File: config.mk
export PLATFORM = sky130hd
export DESIGN_NAME = amis_core
export DESIGN_NICKNAME = d
export VERILOG_FILES = /design/src/amis_core.v /design/src/amis_flag.v
export VERILOG_INCLUDE_DIRS = /design/src
export SDC_FILE = /design/constraint.sdc
export NUM_CORES = 1
export LEC_CHECK = 0
export BUFFER_PORTS_ARGS = -buffer_cell sky130_fd_sc_hd__buf_2
export CAP_MARGIN = 20
export CORE_MARGIN = 1
export CORE_UTILIZATION = 50
export DETAILED_ROUTE_END_ITERATION = 12
export PLACE_DENSITY = 0.92
export SETUP_SLACK_MARGIN = 0.5
export SKIP_LAST_GASP = 1
export SLEW_MARGIN = 10
export SYNTH_ARGS = -nofsm -noshare
export SYNTH_HDL_FRONTEND = slang
export SYNTH_SLANG_ARGS = --single-unit
File: constraint.sdc
create_clock -name CLK_SYS -period 2.22 [get_ports CLK_SYS]
set_clock_uncertainty 0.1 [all_clocks]
set_input_delay 0.444 -clock CLK_SYS [delete_from_list [all_inputs] [get_ports CLK_SYS]]
set_output_delay 0.444 -clock CLK_SYS [all_outputs]
set_load 0.1 [all_outputs]
File: src/amis_map.vh
// Register offsets, field positions and encodings of the mode and event block.
`ifndef AMIS_MAP_VH
`define AMIS_MAP_VH

// ----------------------------------------------------------------------------
// Register offsets
// ----------------------------------------------------------------------------
`define AMIS_OFS_MODE      8'h0b
`define AMIS_OFS_EVENTS    8'h0c
`define AMIS_OFS_PART_ID   8'h0d

// ----------------------------------------------------------------------------
// Operating mode encodings
// ----------------------------------------------------------------------------
`define AMIS_MODE_STANDBY  2'h0
`define AMIS_MODE_WAKE     2'h1
`define AMIS_MODE_SLEEP    2'h2

// ----------------------------------------------------------------------------
// Event flag positions in the event source byte
// ----------------------------------------------------------------------------
`define AMIS_BIT_AUTOSLEEP 7
`define AMIS_BIT_TRANSIENT 5
`define AMIS_BIT_ORIENT    4
`define AMIS_BIT_TAP       3
`define AMIS_BIT_FFMT      2
`define AMIS_BIT_DRDY      0

// Flag vector indices inside the block.
`define AMIS_NFLAGS        6
`define AMIS_IX_DRDY       0
`define AMIS_IX_FFMT       1
`define AMIS_IX_TAP        2
`define AMIS_IX_ORIENT     3
`define AMIS_IX_TRANSIENT  4
`define AMIS_IX_AUTOSLEEP  5

// ----------------------------------------------------------------------------
// Widths and reset values
// ----------------------------------------------------------------------------
`define AMIS_ZERO8         8'h00
`define AMIS_CNT_ZERO      9'h000
`define AMIS_CNT_ONE       9'h001
`define AMIS_FLAGS_ZERO    6'h00
`define AMIS_MODE_PAD      6'h00

`endif

File: src/amis_core.v
// Operating mode tracking, event source collection and part identifier.
`include "amis_map.vh"

module amis_core #(
  parameter [7:0] PART_ID_VALUE = 8'h5c  // Arbitrary neutral identifier value.
) (
  input  wire       CLK_SYS,
  input  wire       RST_B,
  input  wire [7:0] REG_ADDR,
  input  wire       REG_RD,
  input  wire       REG_WR,
  input  wire [7:0] REG_WDATA,
  output reg  [7:0] REG_RDATA,
  output reg        REG_HIT,
  input  wire       ACTIVE_EN,
  input  wire       AUTOSLEEP_EN,
  input  wire [7:0] SLEEP_TIMEOUT_COUNT,
  input  wire       SLEEP_TICK,
  input  wire       ANY_INTERRUPT,
  input  wire       WAKE_EVENT,
  output wire [1:0] OPERATING_MODE_FIELD,
  output wire       LOW_SAMPLE_RATE_SEL,
  input  wire       TRANSIENT_EVENT_ACTIVE,
  input  wire       TRANSIENT_IRQ_EN,
  input  wire       TRANSIENT_SOURCE_RD,
  input  wire       ORIENTATION_CHANGED,
  input  wire       ORIENTATION_IRQ_EN,
  input  wire       ORIENTATION_STATUS_RD,
  input  wire       TAP_EVENT_ACTIVE,
  input  wire       TAP_IRQ_EN,
  input  wire       TAP_SOURCE_RD,
  input  wire       FREEFALL_EVENT_ACTIVE,
  input  wire       FREEFALL_IRQ_EN,
  input  wire       FREEFALL_SOURCE_RD,
  input  wire       ANY_AXIS_READY,
  input  wire       ANY_AXIS_OVERWRITE,
  input  wire       DATA_READY_IRQ_EN,
  input  wire       AXIS_DATA_RD,
  output wire [7:0] INTERRUPT_EVENT_SOURCES
);

  // --------------------------------------------------------------------------
  // Declarations
  // --------------------------------------------------------------------------
  reg  [1:0] mode_r;
  reg  [1:0] mode_nxt;
  reg  [8:0] idle_cnt_r;
  reg  [8:0] idle_cnt_nxt;
  reg        mode_event_r;
  reg        mode_event_nxt;
  reg  [7:0] rdata_nxt;
  reg        hit_nxt;
  wire [5:0] flag_cond;
  wire [5:0] flag_clr;
  wire [5:0] flags;
  wire       rd_mode;
  wire [8:0] timeout_ext;
  wire [7:0] mode_byte;
  wire [7:0] event_byte;

  // Address match used for both the read mux and the read side effects.
  function addr_is;
    input [7:0] addr;
    input [7:0] ofs;
    begin
      addr_is = (addr == ofs);
    end
  endfunction

  // --------------------------------------------------------------------------
  // Operating mode machine
  // --------------------------------------------------------------------------
  assign timeout_ext = {1'b0, SLEEP_TIMEOUT_COUNT};

  // The idle counter runs on the sleep time base and restarts on any
  // interrupt; it stops one past the timeout, where the move to sleep clears it, so it cannot wrap back.
  always @*
  begin
    mode_nxt       = mode_r;
    idle_cnt_nxt   = idle_cnt_r;
    mode_event_nxt = 1'b0;
    case (mode_r)
      `AMIS_MODE_STANDBY:
      begin
        idle_cnt_nxt = `AMIS_CNT_ZERO;
        if (ACTIVE_EN)
          mode_nxt = `AMIS_MODE_WAKE;
      end
      `AMIS_MODE_WAKE:
      begin
        if (!ACTIVE_EN)
          mode_nxt = `AMIS_MODE_STANDBY;
        else if (ANY_INTERRUPT || !AUTOSLEEP_EN)
          idle_cnt_nxt = `AMIS_CNT_ZERO;
        else if (idle_cnt_r > timeout_ext)
        begin
          mode_nxt       = `AMIS_MODE_SLEEP;
          idle_cnt_nxt   = `AMIS_CNT_ZERO;
          mode_event_nxt = 1'b1;
        end
        else if (SLEEP_TICK)
          idle_cnt_nxt = idle_cnt_r + `AMIS_CNT_ONE;
      end
      `AMIS_MODE_SLEEP:
      begin
        idle_cnt_nxt = `AMIS_CNT_ZERO;
        if (!ACTIVE_EN)
          mode_nxt = `AMIS_MODE_STANDBY;
        else if (WAKE_EVENT || !AUTOSLEEP_EN)
        begin
          mode_nxt       = `AMIS_MODE_WAKE;
          mode_event_nxt = WAKE_EVENT;
        end
      end
      default:
      begin
        mode_nxt     = `AMIS_MODE_STANDBY;
        idle_cnt_nxt = `AMIS_CNT_ZERO;
      end
    endcase
  end

  // Mode state starts in standby.
  always @(posedge CLK_SYS or negedge RST_B)
  begin
    if (!RST_B)
    begin
      mode_r       <= `AMIS_MODE_STANDBY;
      idle_cnt_r   <= `AMIS_CNT_ZERO;
      mode_event_r <= 1'b0;
    end
    else
    begin
      mode_r       <= mode_nxt;
      idle_cnt_r   <= idle_cnt_nxt;
      mode_event_r <= mode_event_nxt;
    end
  end

  assign OPERATING_MODE_FIELD = mode_r;
  // Sleep picks the low sample rate, every other mode the high one.
  assign LOW_SAMPLE_RATE_SEL  = (mode_r == `AMIS_MODE_SLEEP);

  // --------------------------------------------------------------------------
  // Event flags
  // --------------------------------------------------------------------------
  assign rd_mode = REG_RD & addr_is(REG_ADDR, `AMIS_OFS_MODE);

  // Each flag except the sleep/wake one is gated by its own enable before the edge detector.
  assign flag_cond[`AMIS_IX_DRDY]      = (ANY_AXIS_READY | ANY_AXIS_OVERWRITE)
                                         & DATA_READY_IRQ_EN;
  assign flag_cond[`AMIS_IX_FFMT]      = FREEFALL_EVENT_ACTIVE
                                         & FREEFALL_IRQ_EN;
  assign flag_cond[`AMIS_IX_TAP]       = TAP_EVENT_ACTIVE
                                         & TAP_IRQ_EN;
  assign flag_cond[`AMIS_IX_ORIENT]    = ORIENTATION_CHANGED
                                         & ORIENTATION_IRQ_EN;
  assign flag_cond[`AMIS_IX_TRANSIENT] = TRANSIENT_EVENT_ACTIVE
                                         & TRANSIENT_IRQ_EN;
  assign flag_cond[`AMIS_IX_AUTOSLEEP] = mode_event_r;

  // Only the owning source read clears a flag; reading the event byte itself
  // or the general status does not, so polling never loses an event.
  assign flag_clr[`AMIS_IX_DRDY]      = AXIS_DATA_RD;
  assign flag_clr[`AMIS_IX_FFMT]      = FREEFALL_SOURCE_RD;
  assign flag_clr[`AMIS_IX_TAP]       = TAP_SOURCE_RD;
  assign flag_clr[`AMIS_IX_ORIENT]    = ORIENTATION_STATUS_RD;
  assign flag_clr[`AMIS_IX_TRANSIENT] = TRANSIENT_SOURCE_RD;
  assign flag_clr[`AMIS_IX_AUTOSLEEP] = rd_mode;

  genvar gi;
  generate
    for (gi = 0; gi < `AMIS_NFLAGS; gi = gi + 1)
    begin : g_flag
      amis_flag u_flag (
        .clk_sys (CLK_SYS),
        .rst_b   (RST_B),
        .cond    (flag_cond[gi]),
        .clr     (flag_clr[gi]),
        .flag    (flags[gi])
      );
    end
  endgenerate

  // --------------------------------------------------------------------------
  // Register images and read port
  // --------------------------------------------------------------------------
  assign event_byte = {flags[`AMIS_IX_AUTOSLEEP], 1'b0,
                       flags[`AMIS_IX_TRANSIENT], flags[`AMIS_IX_ORIENT],
                       flags[`AMIS_IX_TAP], flags[`AMIS_IX_FFMT],
                       1'b0, flags[`AMIS_IX_DRDY]};
  assign mode_byte  = {`AMIS_MODE_PAD, mode_r};
  assign INTERRUPT_EVENT_SOURCES = event_byte;

  // Read data is captured on the read strobe, so it shows the value before
  // any clear that the same read causes. Writes have no path to any state.
  always @*
  begin
    rdata_nxt = REG_RDATA;
    hit_nxt   = 1'b0;
    if (REG_RD)
    begin
      rdata_nxt = `AMIS_ZERO8;
      if (addr_is(REG_ADDR, `AMIS_OFS_MODE))
      begin
        rdata_nxt = mode_byte;
        hit_nxt   = 1'b1;
      end
      else if (addr_is(REG_ADDR, `AMIS_OFS_EVENTS))
      begin
        rdata_nxt = event_byte;
        hit_nxt   = 1'b1;
      end
      else if (addr_is(REG_ADDR, `AMIS_OFS_PART_ID))
      begin
        rdata_nxt = PART_ID_VALUE;
        hit_nxt   = 1'b1;
      end
    end
  end

  // REG_WR and REG_WDATA are deliberately unused: all three are read only.
  always @(posedge CLK_SYS or negedge RST_B)
  begin
    if (!RST_B)
    begin
      REG_RDATA <= `AMIS_ZERO8;
      REG_HIT   <= 1'b0;
    end
    else
    begin
      REG_RDATA <= rdata_nxt;
      REG_HIT   <= hit_nxt;
    end
  end

endmodule

File: src/amis_flag.v
// Sticky event flag set on a rising condition and cleared by a read strobe.
module amis_flag (
  input  wire  clk_sys,
  input  wire  rst_b,
  input  wire  cond,
  input  wire  clr,
  output wire  flag
);

  // --------------------------------------------------------------------------
  // Edge detect and sticky hold
  // --------------------------------------------------------------------------
  reg  cond_prev_r;
  reg  flag_r;
  wire rise;
  wire flag_nxt;

  // A held condition sets the flag once; a new event needs a fresh edge.
  assign rise     = cond & ~cond_prev_r;
  // The set term wins so an event landing on the clearing read is kept.
  assign flag_nxt = rise | (flag_r & ~clr);
  assign flag     = flag_r;

  // Both registers start clear so no event is reported after reset.
  always @(posedge clk_sys or negedge rst_b)
  begin
    if (!rst_b)
    begin
      cond_prev_r <= 1'b0;
      flag_r      <= 1'b0;
    end
    else
    begin
      cond_prev_r <= cond;
      flag_r      <= flag_nxt;
    end
  end

endmodule

# Yosys cells after proc, flatten, opt, wreduce, memory -nomap -nowiden
# Index checks and enable logic that the tools add are counted.
# classes
add_sub_neg,1
order_cmp,1
n_eq_ne,11
mux,25
bitwise,37
reduce_logical,6
# op_table
cell,n
2-to-1 mux 9 bit,5
"equality test 8 x 4 -> 1 bit, second input constant",3
bitwise AND 1 bit,18
2-to-1 mux 8 bit,2
2-to-1 mux 2 bit,6
NOT 1 bit,12
"adder 9 x 1 -> 9 bit, second input constant",1
greater-than comparator 9 x 8 -> 1 bit,1
2-to-1 mux 1 bit,9
2-to-1 mux 7 bit,1
bitwise OR 1 bit,7
"inequality test 3 bit, second input constant",2
one-hot mux 2 bit (3 select lines),1
"inequality test 2 bit, second input constant",2
"inequality test 4 bit, second input constant",1
AND reduction 4 bit,1
"inequality test 3 x 2 -> 1 bit, second input constant",1
"equality test 2 x 1 -> 1 bit, second input constant",1
"equality test 2 bit, second input constant",1
zero test 2 bit,1
logical OR 1 bit,2
one-hot mux 1 bit (2 select lines),1
AND reduction 2 bit,1
zero test 1 bit,1
# word_totals
reg_bits,33
inputBits,49
output_inout_bits,20
wordCells,98

# Longest topological paths before layout
# Gate-level depths: netlist of run 1.
# depth
word_depth,6
ltp_mapped,8
ltp_nobuf,7

# Modules after synthesis
# A second synthesis of run 1 with hierarchy kept.
# hier_totals
cells_unflattened,191
hier_area_um2,1879.3
# by_module_without_submodules
mod,n_inst,cells_each,area_each_um2,seq_area_each_um2
amis_core,1,161,1458.9,525.5
amis_flag,6,5,70.1,50.0

# Least setup slack after synthesis of run 1
# OpenSTA, ideal clock, no wires.
# synth_path
kind,reg2reg
from,register mode_r[0] (netlist: OPERATING_MODE_FIELD[0])
to,register mode_r[0] (netlist: OPERATING_MODE_FIELD[0])
arrival_time_ns,2.631
setup_slack_ns,-0.598
stages_incl_launch_ff,7
n_path_buf,0
synth_period_minus_slack_ns,2.818
cell_sequence,dfrtp_1 inv_1 ha_1 nand4b_1 o21ai_0 or3_1 o211ai_1
# synth_between
elab_chain_cells,3
elab_cells_between_ends,9
cone_classes,eq/ne: 6; mux: 1; reduce/logical: 2
# synth_rtl
item,line_no,rtl
from (decl),amis_core.v:45,reg [1:0] mode_r;
from (signal assigned),amis_core.v:128,mode_r <= `AMIS_MODE_STANDBY;
from (signal assigned),amis_core.v:134,mode_r <= mode_nxt;
equality test 2 bit (*),-,
net LOW_SAMPLE_RATE_SEL,amis_core.v:22,"output wire LOW_SAMPLE_RATE_SEL,"
inequality test 3 x 2 -> 1 bit (no source line),-,
AND reduction 4 bit (no source line),-,
# Mark *: on every way through the listed nets, which the timed path passes. The rest lies on a longest branch.
# A chain may end at the register's enable or synchronous reset.

# Worst setup path after layout of run 1
# layout_path
from,register idle_cnt_r[6]
to,register idle_cnt_r[0]
# layout_between
elab_chain_cells,5
elab_cells_between_ends,7
cone_classes,order compare: 1; eq/ne: 1; mux: 4; reduce/logical: 1
# layout_rtl
item,line_no,rtl
from (decl),amis_core.v:47,reg [8:0] idle_cnt_r;
from (signal assigned),amis_core.v:129,idle_cnt_r <= `AMIS_CNT_ZERO;
from (signal assigned),amis_core.v:135,idle_cnt_r <= idle_cnt_nxt;
greater-than comparator 9 x 8 -> 1 bit (*),amis_core.v:95,else if (idle_cnt_r > timeout_ext)
2-to-1 mux 9 bit,amis_core.v:95,
2-to-1 mux 9 bit,amis_core.v:93,else if (ANY_INTERRUPT || !AUTOSLEEP_EN)
2-to-1 mux 9 bit,amis_core.v:91,if (!ACTIVE_EN)
2-to-1 mux 9 bit,amis_core.v:82,case (mode_r)
# Mark *: on every way between the ends. The rest lies on a longest branch, timed or not. The select of a mux whose other input is x is not followed.

==> metrics.md, run 1 <==
| Metric | Value |
|---|---|
| CTS root buf | `clkbuf_8` |
| Hold slack | `between 200 and 250 ps` |
| Clk pwr share | `0.260` |
| Hold crit path type | `input port to flip-flop` |
| Setup_tns | `0 ps` |
| Number of synthesized register bits | `33` |
| Fin crit share | `0.935` |
| Syn Inst Count | `215` |
| Detail Placement HPWL | `3140 um` |
| Final ANT Viol Nets | `0` |
| FP Rows | `22` |
| DR vias/cell | `5.91` |
| Worst EP arrival | `2160 ps` |
| Critical Path End Type | `flip-flop` |
| R2R cell count | `7` |
| Final core utilization | `0.718` |
| Critical path's slowest cell | `dfrtp_2` |
| CTS tree | `done` |
| PortBufs | `between 50 and 60` |
| DRT iter0 DRCs | `~170` |
| Setup ws final | `about 150 ps` |
| Top area cells in the synthesized netlist | `dfrtp_1, ha_1, inv_1` |
| Total Nets Final | `352` |
| Pwr/cell area | `approximately 620 nW/um^2` |
| Switch Pwr | `612 uW` |
| Post-synth top area cell | `dfrtp_1` |
| Worst VDD drop | `0.000446 V` |
| Worst-margin pin slew | `~500 ps` |
| Antenna violations before repair | `0` |
| Die X | `~64 um` |
| Worst relative slew slack | `0.665` |
| Die Ht | `between 60 and 70 um` |
| Inserted Diodes | `0` |
| Ys flop type | `dfrtp_1` |
| Die area | `between 4000 and 5000 um^2` |
| Crit Path Category | `flip-flop to flip-flop` |
| Hold Fails Final Rpt | `0` |
| Worst-skew pair later-pin latency | `between 200 and 300 ps` |
| Final Routed Wirelength | `5550 um` |
| Most frequent cell after synthesis | `dfrtp_1` |
| Worst-path maximum fanout | `6` |
| # setup viols final | `0` |
| Total GRT Usage | `0.243` |
| Post-layout minimum cycle time | `a little over 2000 ps` |
| Register share of total power | `0.406` |
| Initial core utilization | `0.524` |
| Status | `finished, final reports clean` |
| Core footprint | `~3700 um^2` |
| Hold-critical path depth | `2` |
| Drt pass-1 iters | `5` |
| Placement Setup Slack | `roughly 27 ps` |
| CTS Buffer Depth | `2` |
| Final slew viol count | `0` |
| Fill cells | `between 200 and 300` |
| Vias in the first global route | `between 1500 and 2000` |
| Grt ovf | `0` |
| Post-synth EDFFs | `0` |
| CP max stage delay | `between 400 and 500 ps` |
| Asr flop ratio synth | `1.00` |
| Pin count of the biggest net entering global routing | `23` |
| Lkg Pwr | `~1.3 nW` |
| H-tree depth | `2` |
| Register area share after synthesis | `0.427` |
| Post-synth top cells | `dfrtp_1, inv_1, nand2_1` |
| CTS Sinks | `33` |
| Gate power share | `0.334` |
| Fmax | `roughly 480 MHz` |
| Fraction of layout cells with a size suffix above 1 | `0.392` |
| CTS Buf Count | `5` |
| CTS clk-pin slew, worst paths | `60 ps` |
| Routed len/inst | `16.4 um` |
| Detailed-route via count | `roughly 2000` |
| Synth Cell Area | `1930 um^2` |
| Wire length of the first global-routing pass | `around 7600 um` |
| DRC viols | `0` |
| Synth cell types | `39` |
| P&R area growth vs syn | `36.9%` |
| WP data required | `around 2300 ps` |
| RSZ-0062 raised after global routing | `true` |
| Internal | `around 1.0 mW` |
| Mean Syn Cell Area | `roughly 9.0 um^2` |
| Startpoint Class | `flip-flop` |
| Critical-path cell list | `ha_4, a21o_1, a211oi_4, buf_4, and3_4, o211ai_1, a221oi_2` |
| Io pins | `69` |
| Max-Cap Viols | `0` |
| Synth warnings | `0` |
| Net Sw Frac | `0.375` |
| Post-synth top area share | `0.427` |
| GPL Wtd Cong | `0.814` |
[cell families (layout without fill, tap and decap cells)]
family,count (synthesis),in the layout,share of synthesized area
AND/OR/NAND/NOR,61,64,0.153
AO/OA/AOI/OAI,58,58,0.217
buffers and inverters,49,121,0.118
flip-flops,33,33,0.427
adder cells (fa/ha/maj),13,13,0.0841
other,1,2,0.00194
[worst paths after layout]
| path | from | end | slack, ps |
|---|---|---|---|
| max in group asynchronous | RST_B | idle_cnt_r[2] | 930 |
| min in group asynchronous | RST_B | OPERATING_MODE_FIELD[1] | 490 |
| worst min register to register | g_flag[2].u_flag.cond_prev_r | g_flag[2].u_flag.flag | 310 |
| worst max-delay path | idle_cnt_r[6] | idle_cnt_r[0] | 150 |
| worst min-delay path | TAP_SOURCE_RD | g_flag[2].u_flag.flag | 240 |
| worst max register to register | idle_cnt_r[6] | idle_cnt_r[0] | 150 |
[timing repair]
action	4_1_cts	5_1_grt
setup buffers	9	6
setup endpoints to repair	14	14
hold endpoints to repair	11	0
gates resized for setup	13	20
pin swaps	10	15
hold buffers	1	0
gates cloned	2	3
[sequential cells by signal (all words and copies together) (netlist names)]
name and cells:
idle_cnt_r 9, REG_RDATA 8, g_flag.u_flag.cond_prev_r 6, g_flag.u_flag.flag 6, OPERATING_MODE_FIELD 2, REG_HIT 1
mode_event_r 1
[critical path: cells and delay by family, from the launching register on]
kind,cells,cell delay [ps]
AOI/OAI and AO/OA,4,840
adders and majority gates,1,220
buffers and inverters,1,170
DFF,1,430
and+or+nand+nor,1,230
[cells in the final DEF, fill, tap and decap left out, types with 3 or more instances in the layout]
cell,instances
a31oi_1,7
buf_4,17
o21ai_0,10
buf_2,55
ha_4,5
nand2_1,26
clkbuf_1,3
dfrtp_1,25
o22ai_1,6
a21oi_1,5
ha_1,8
o2111ai_1,7
o211ai_1,10
nor3_1,7
dfrtp_2,7
nor2_1,9
buf_6,5
inv_1,29
and3_4,3
clkbuf_8,5
nand4_1,3
[final cells by class]
| type | count | area [um^2] | area share |
|---|---|---|---|
| multi-input cells | 137 | 1040 | 0.394 |
| flip-flops and latches | 33 | 838 | 0.317 |
| repair buffers | 80 | 497 | 0.188 |
| inverters | 33 | 129 | 0.0487 |
| clock buffers | 8 | 80.1 | 0.0302 |
| well taps | 48 | 60.1 | 0.0227 |
[power by group through the flow]
stage / Combinational [mW] / Sequential, mW / Clock, mW
finish: 0.544 / 0.662 / 0.425
global route: 0.568 / 0.664 / 0.462
CTS: 0.478 / 0.662 / 0.428
detailed placement: 0.441 / 0.680 / 0
global placement: 0.430 / 0.678 / 0
floorplan: 0.262 / 0.746 / 0
[metrics by stage]
| step | cells | power, mW | area [um^2] |
|---|---|---|---|
| final | 339 | 1.63 | 2650 |
| after global routing | 339 | 1.69 | 2650 |
| after CTS | 330 | 1.57 | 2480 |
| after detailed placement | 310 | 1.12 | 2270 |
| after global placement | 310 | 1.11 | 2270 |
| after floorplan | 216 | 1.01 | 2000 |
[routing by layer]
layer / track usage / part of all wire / vias up
met3: 0.0446 / 0.081 / 29
met1: 0.320 / 0.40 / 939
met5: 0 / 0 / -
li1: - / - / 904
met4: 0.106 / 0.037 / 0
met2: 0.390 / 0.48 / 133
Note: power is estimated with default switching activity, not from simulation.
==> run 2: changes to the inputs <==
- CORE_ASPECT_RATIO: not set -> 1.1
==> run 2 against run 1 <==
Worst hold slack got worse by 230 ps. Worst setup slack improved by 9.0 ps. Flip-flop and latch count unchanged. Final cell count decreased by 1.8%. Clock power increased by 41%. Wire length decreased by 4.9%. Utilization decreased by 2.2 points. Global-route usage decreased by 0.83 points. Critical endpoint unchanged.
==> metrics.md, run 2 (same netlist as run 1, synthesis figures left out) <==
| Metric | Value |
|---|---|
| Worst VDD drop | `0.000420 V (-5.9%)` |
| Register share of total power | `0.370 (-0.036)` |
| PortBufs | `57 (unchanged)` |
| CTS clk-pin slew, worst paths | `70 ps (about the same)` |
| Top reg by flops | `idle_cnt_r` |
| Drt pass-1 iters | `7 (+2)` |
| Pin count of the biggest net entering global routing | `24 (+4.3%)` |
| Startpoint Class | `flip-flop` |
| CTS tree | `done` |
| WP data required | `2330 ps (+20 ps)` |
| RSZ-0062 raised after global routing | `true` |
| Worst EP arrival | `2170 ps (about the same)` |
| Detailed-route via count | `1915 (-4.5%)` |
| R2R Path End | `idle_cnt_r[0]` |
| Final Non-Filler Cells | `333 (-1.8%)` |
| P&R area growth vs syn | `32.4%` |
| Cell count after placement | `314 (+1.3%)` |
| Commonest cells after routing, fill and taps aside | `buf_2, inv_1, dfrtp_1` |
| Lkg Pwr | `1.24 nW (-1.7%)` |
| Total power | `1.78 mW (+9.3%)` |
| Grt ovf | `0 (unchanged)` |
| Wire length of the first global-routing pass | `7010 um (-8.0%)` |
| Post-layout minimum cycle time | `2070 ps (-8.96 ps)` |
| DR vias/cell | `5.75 (-2.8%)` |
| # setup viols final | `0 (unchanged)` |
| DRT iter0 DRCs | `97 (-42%)` |
| Hold crit path type | `input port to asynchronous set/reset pin` |
| Final Routed Wirelength | `5280 um (-4.9%)` |
| Worst-skew pair later-pin latency | `290 ps (about the same)` |
| R2R cell count | `7 (unchanged)` |
| Die area | `4120 um^2 (about the same)` |
| Detail Placement HPWL | `3260 um (+3.8%)` |
| Initial core utilization | `0.525 (+0.000713)` |
| Largest register FFs | `9 (unchanged)` |
| Total Nets Final | `344 (-2.3%)` |
| Switch Pwr | `627 uW (+2.5%)` |
| Area after DPL | `2290 um^2 (+0.77%)` |
| Critical Path End Type | `flip-flop` |
| Vias in the first global route | `1533 (-6.3%)` |
| Hold_buf cts | `0 (-1)` |
| Largest regs | `idle_cnt_r: 9 flops, REG_RDATA: 8 flops` |
| Io pins | `69 (unchanged)` |
| Final ANT Viol Nets | `0 (unchanged)` |
| H-tree depth | `2 (unchanged)` |
| Status | `finished, final reports clean` |
| Gate power share | `0.294 (-0.040)` |
| Worst relative slew slack | `0.649 (-0.0162)` |
| Crit Path Category | `flip-flop to flip-flop` |
| Inserted Diodes | `0 (unchanged)` |
| Worst-margin pin slew | `526 ps (+24.3 ps)` |
| Max-Cap Viols | `0 (unchanged)` |
| CTS Buf Count | `5 (unchanged)` |
| Die X | `61.3 um (-4.5%)` |
| Fraction of layout cells with a size suffix above 1 | `0.367 (-0.0243)` |
| Fin crit share | `0.930 (-0.00404)` |
| Hold slack | `15.0 ps (-227 ps)` |
| Fmax | `484 MHz (+0.43%)` |
| Net Sw Frac | `0.352 (-0.0235)` |
| GPL Wtd Cong | `0.789 (-3.1%)` |
| DRC viols | `0 (unchanged)` |
| Core footprint | `3680 um^2 (-0.14%)` |
| R2R Setup Slk | `150 ps (about the same)` |
| FP Rows | `23 (+4.5%)` |
| Die Ht | `67.2 um (+4.7%)` |
| Hold Fails Final Rpt | `0 (unchanged)` |
| Worst-path maximum fanout | `7 (+1)` |
| RR Startpoint | `idle_cnt_r[6]` |
| Critical Path End | `idle_cnt_r[0]` |
| Final slew viol count | `0 (unchanged)` |
| CTS Sinks | `33 (unchanged)` |
| CTS root buf | `clkbuf_8` |
| Commonest non-fill, non-tap cell in the layout | `buf_2` |
| Total GRT Usage | `0.235 (-0.00829)` |
| Antenna violations before repair | `0 (unchanged)` |
| Fin area | `2560 um^2 (-3.3%)` |
| CTS Buffer Depth | `2 (unchanged)` |
| Worst setup startpoint | `idle_cnt_r[6]` |
| Routed len/inst | `15.8 um (-3.2%)` |
| Internal | `1.16 mW (+13%)` |
| Clk pwr share | `0.336 (+0.076)` |
| Pwr/cell area | `696 nW/um^2 (+13%)` |
[run 2: cell types whose count changed in the layout (fill, tap and decap cells not counted), sizes merged]
| cell | delta |
|---|---|
| and3 | -1 |
| buf | -7 |
| dlygate4sd3 | -1 |
| bufinv | +1 |
[run 2: power by group through the flow]
stage	Sequential, mW	Combinational [mW]	Clock [mW]
finish	0.660	0.524	0.598
global route	0.664	0.556	0.627
CTS	0.660	0.489	0.592
detailed placement	0.679	0.443	0
global placement	0.677	0.431	0
floorplan	0.746	0.262	0
[run 2: final cells by class]
type,instances,area [um^2]
tap,50,62.6
inverter,33,129
fill,308,1120
timing repair buffer,73,433
clock inverter,1,30.0
multi-input combinational,136,985
sequential,33,836
clock buffer,7,86.3
[run 2: worst min path at each step]
stage	to	slack (ps)
2_1_floorplan	OPERATING_MODE_FIELD[1]	50
3_3_place_gp	g_flag[5].u_flag.cond_prev_r	260
3_5_place_dp	g_flag[5].u_flag.cond_prev_r	280
4_1_cts	idle_cnt_r[5]	30
5_1_grt	g_flag[5].u_flag.flag	50
6_report	REG_RDATA[7]	10
[run 2: stage by stage]
stage	setup TNS, ps	utilization	setup slack [ps]
after floorplan	0	-	281
after global placement	0	0.621	70.7
after detailed placement	-2.41	0.621	-2.41
after CTS	0	0.675	144
after global routing	0	0.695	99.5
final	0	0.695	154
[run 2: per-layer routing]
| layer | GRT usage | share of wire | vias up |
|---|---|---|---|
| met2 | 0.393 | 0.53 | 83 |
| li1 | - | - | 889 |
| met5 | 0 | 0 | - |
| met3 | 0.0460 | 0.063 | 20 |
| met1 | 0.291 | 0.38 | 923 |
| met4 | 0.0966 | 0.031 | 0 |
[run 2: critical path, stage by stage, from the launching register on]
cell and delay (ps):
dfrtp_2 430, ha_4 220, a21o_1 200, a211oi_4 310, a22o_4 220, buf_6 130, o211ai_1 110, a221oi_2 250
[run 2: timing repair]
| action | 4_1_cts | 5_1_grt |
|---|---|---|
| pin swaps | 6 | 10 |
| setup endpoints to repair | 14 | 15 |
| gates cloned | 0 | 2 |
| gates resized for setup | 8 | 12 |
| hold endpoints to repair | 0 | 0 |
| setup buffers | 8 | 1 |
==> run 3: changes to the inputs <==
- CTS_CLUSTER_SIZE: not set -> 20
- GPL_TIMING_DRIVEN: not set -> 0
==> run 3 against run 2 <==
Critical path depth increased by 1. Fmax decreased by 3.2%. First-iteration DRC count increased by 30%. Non-clock buffer count increased by 14. Worst setup slack got worse by 69 ps. Clock-buffer cell count decreased by 1. Flip-flop and latch count unchanged. Clock power decreased by 28%. Design area increased by 4.0%. Largest power group unchanged. Final cell count increased by 3.6%. Total power decreased by 11%. Critical path type unchanged.
==> metrics.md, run 3 (same netlist as run 1, synthesis figures left out) <==
| Metric | Value |
|---|---|
| Max-Cap Viols | `0 (unchanged)` |
| Setup_tns | `0 ps (unchanged)` |
| Largest register FFs | `9 (unchanged)` |
| Lkg Pwr | `1.27 nW (+2.7%)` |
| Total Nets Final | `356 (+3.5%)` |
| CTS Sinks | `33 (unchanged)` |
| Pin count of the biggest net entering global routing | `34 (+42%)` |
| RR Startpoint | `idle_cnt_r[6]` |
| Die X | `61.3 um (unchanged)` |
| Fill cells | `263 (-15%)` |
| Worst-path maximum fanout | `5 (-2)` |
| Startpoint Class | `flip-flop` |
| Worst setup startpoint | `idle_cnt_r[6]` |
| Final slew viol count | `0 (unchanged)` |
| CTS clk-pin slew, worst paths | `70 ps (about the same)` |
| Drt pass-1 iters | `4 (-3)` |
| R2R Setup Slk | `90 ps (-70 ps)` |
| Crit Path Category | `flip-flop to flip-flop` |
| Io pins | `69 (unchanged)` |
| Die area | `4120 um^2 (unchanged)` |
| Vias in the first global route | `1816 (+18%)` |
| DRC viols | `0 (unchanged)` |
| DRT iter0 DRCs | `126 (+30%)` |
| Hold Fails Final Rpt | `0 (unchanged)` |
| Die Ht | `67.2 um (unchanged)` |
| Worst EP arrival | `2210 ps (+40 ps)` |
| Antenna violations before repair | `0 (unchanged)` |
| P&R area growth vs syn | `37.6%` |
| Critical Path End Type | `flip-flop` |
| FP Rows | `23 (unchanged)` |
| Pwr/cell area | `598 nW/um^2 (-14%)` |
| Worst-margin pin slew | `732 ps (+206 ps)` |
| Hold slack | `119 ps (+104 ps)` |
| Final Routed Wirelength | `4940 um (-6.3%)` |
| Critical path's slowest cell | `dfrtp_2` |
| Routed len/inst | `14.3 um (-9.6%)` |
| Status | `finished, final reports clean` |
| Top reg by flops | `idle_cnt_r` |
| Final ANT Viol Nets | `0 (unchanged)` |
| Critical Path End | `idle_cnt_r[3]` |
| Commonest cells after routing, fill and taps aside | `buf_2, inv_1, nand2_1` |
| Worst VDD drop | `0.000504 V (+20%)` |
| Worst-skew pair later-pin latency | `280 ps (about the same)` |
| R2R cell count | `8 (+1)` |
| Critical-path cell list | `ha_4, a21o_1, a211oi_2, a22o_2, buf_6, buf_4, o2111ai_2, a31oi_1` |
| Worst relative slew slack | `0.512 (-0.137)` |
| Detail Placement HPWL | `3150 um (-3.3%)` |
| R2R Path End | `idle_cnt_r[3]` |
| Largest regs | `idle_cnt_r: 9 flops, REG_RDATA: 8 flops` |
| Wire length of the first global-routing pass | `7900 um (+13%)` |
| DR vias/cell | `5.51 (-4.1%)` |
| PortBufs | `57 (unchanged)` |
| Fin area | `2660 um^2 (+4.0%)` |
| WP data required | `2300 ps (-30 ps)` |
| Core footprint | `3680 um^2 (unchanged)` |
| GPL Wtd Cong | `0.903 (+15%)` |
| CTS root buf | `clkbuf_8` |
| Fraction of layout cells with a size suffix above 1 | `0.400 (+0.0325)` |
| Placement Setup Slack | `-0.743 ps (+1.66 ps)` |
| Initial core utilization | `0.525 (unchanged)` |
| RSZ-0062 raised after global routing | `true` |
| Fmax | `468 MHz (-3.2%)` |
| Final core utilization | `0.723 (+0.0275)` |
| Commonest non-fill, non-tap cell in the layout | `buf_2` |
| CP max stage delay | `430 ps (about the same)` |
| Detailed-route via count | `1902 (-0.68%)` |
| CTS Buf Count | `5 (unchanged)` |
| H-tree depth | `2 (unchanged)` |
| Setup ws final | `85.2 ps (-69.1 ps)` |
| Fin crit share | `0.962 (+0.0311)` |
| Inserted Diodes | `0 (unchanged)` |
| Area after DPL | `2340 um^2 (+2.5%)` |
| Hold crit path type | `input port to asynchronous set/reset pin` |
| # setup viols final | `0 (unchanged)` |
| CTS tree | `done` |
| Grt ovf | `0 (unchanged)` |
| CTS Buffer Depth | `2 (unchanged)` |
| Total GRT Usage | `0.262 (+0.0275)` |
| Post-layout minimum cycle time | `2130 ps (+69.1 ps)` |
run 3: repair_timing:
action / CTS / global route
setup buffers: 11 / 0
gates cloned: 3 / 0
hold buffers: 0 / 0
gates resized for setup: 28 / 10
pin swaps: 15 / 12
setup endpoints to repair: 17 / 20
run 3: report_power, final:
group | switching (mW) | internal, mW
combinational | 0.341 | 0.147
clock | 0.212 | 0.217
sequential | 0.0404 | 0.636
total | 0.593 | 1.00
run 3: worst min path at each step:
| stage | depth (start not counted) | startpoint | slack (ps) | end |
|---|---|---|---|---|
| 4_1_cts | 1 | RST_B | 140 | REG_RDATA[6] |
| 3_5_place_dp | 0 | mode_event_r | 260 | g_flag[5].u_flag.cond_prev_r |
| 5_1_grt | 1 | RST_B | 160 | REG_RDATA[5] |
| 6_report | 1 | RST_B | 120 | REG_HIT |
| 2_1_floorplan | 0 | RST_B | 50 | OPERATING_MODE_FIELD[1] |
| 3_3_place_gp | 0 | mode_event_r | 260 | g_flag[5].u_flag.cond_prev_r |
run 3: worst max-delay path: cells and delay by family, from the launching register on:
kind	cells	cell delay, ps
AOI/OAI and AO/OA	5	1020
adders and majority gates	1	220
DFF	1	430
buffers and inverters	2	250
run 3: through the flow:
step	instances	total power, mW
finish	345	1.59
global route	345	1.68
CTS	345	1.58
detailed placement	323	1.12
global placement	323	1.11
floorplan	216	1.01
run 3: layer usage:
| layer | vias to the layer above | share of wire | track usage |
|---|---|---|---|
| li1 | 909 | - | - |
| met1 | 893 | 0.39 | 0.316 |
| met2 | 82 | 0.52 | 0.427 |
| met3 | 18 | 0.052 | 0.0747 |
| met4 | 0 | 0.032 | 0.122 |
| met5 | - | 0 | 0 |
run 3: final cells by class:
cell class                 instances  area, um^2  area share
multi-input combinational        134         997       0.375
sequential                        33         838       0.315
timing repair buffer              71         433       0.163
inverter                          33         129      0.0484
buffer                            16         120      0.0451
clock buffer                       6        72.6      0.0273
tap                               50        62.6      0.0235
clock inverter                     2        10.0     0.00376
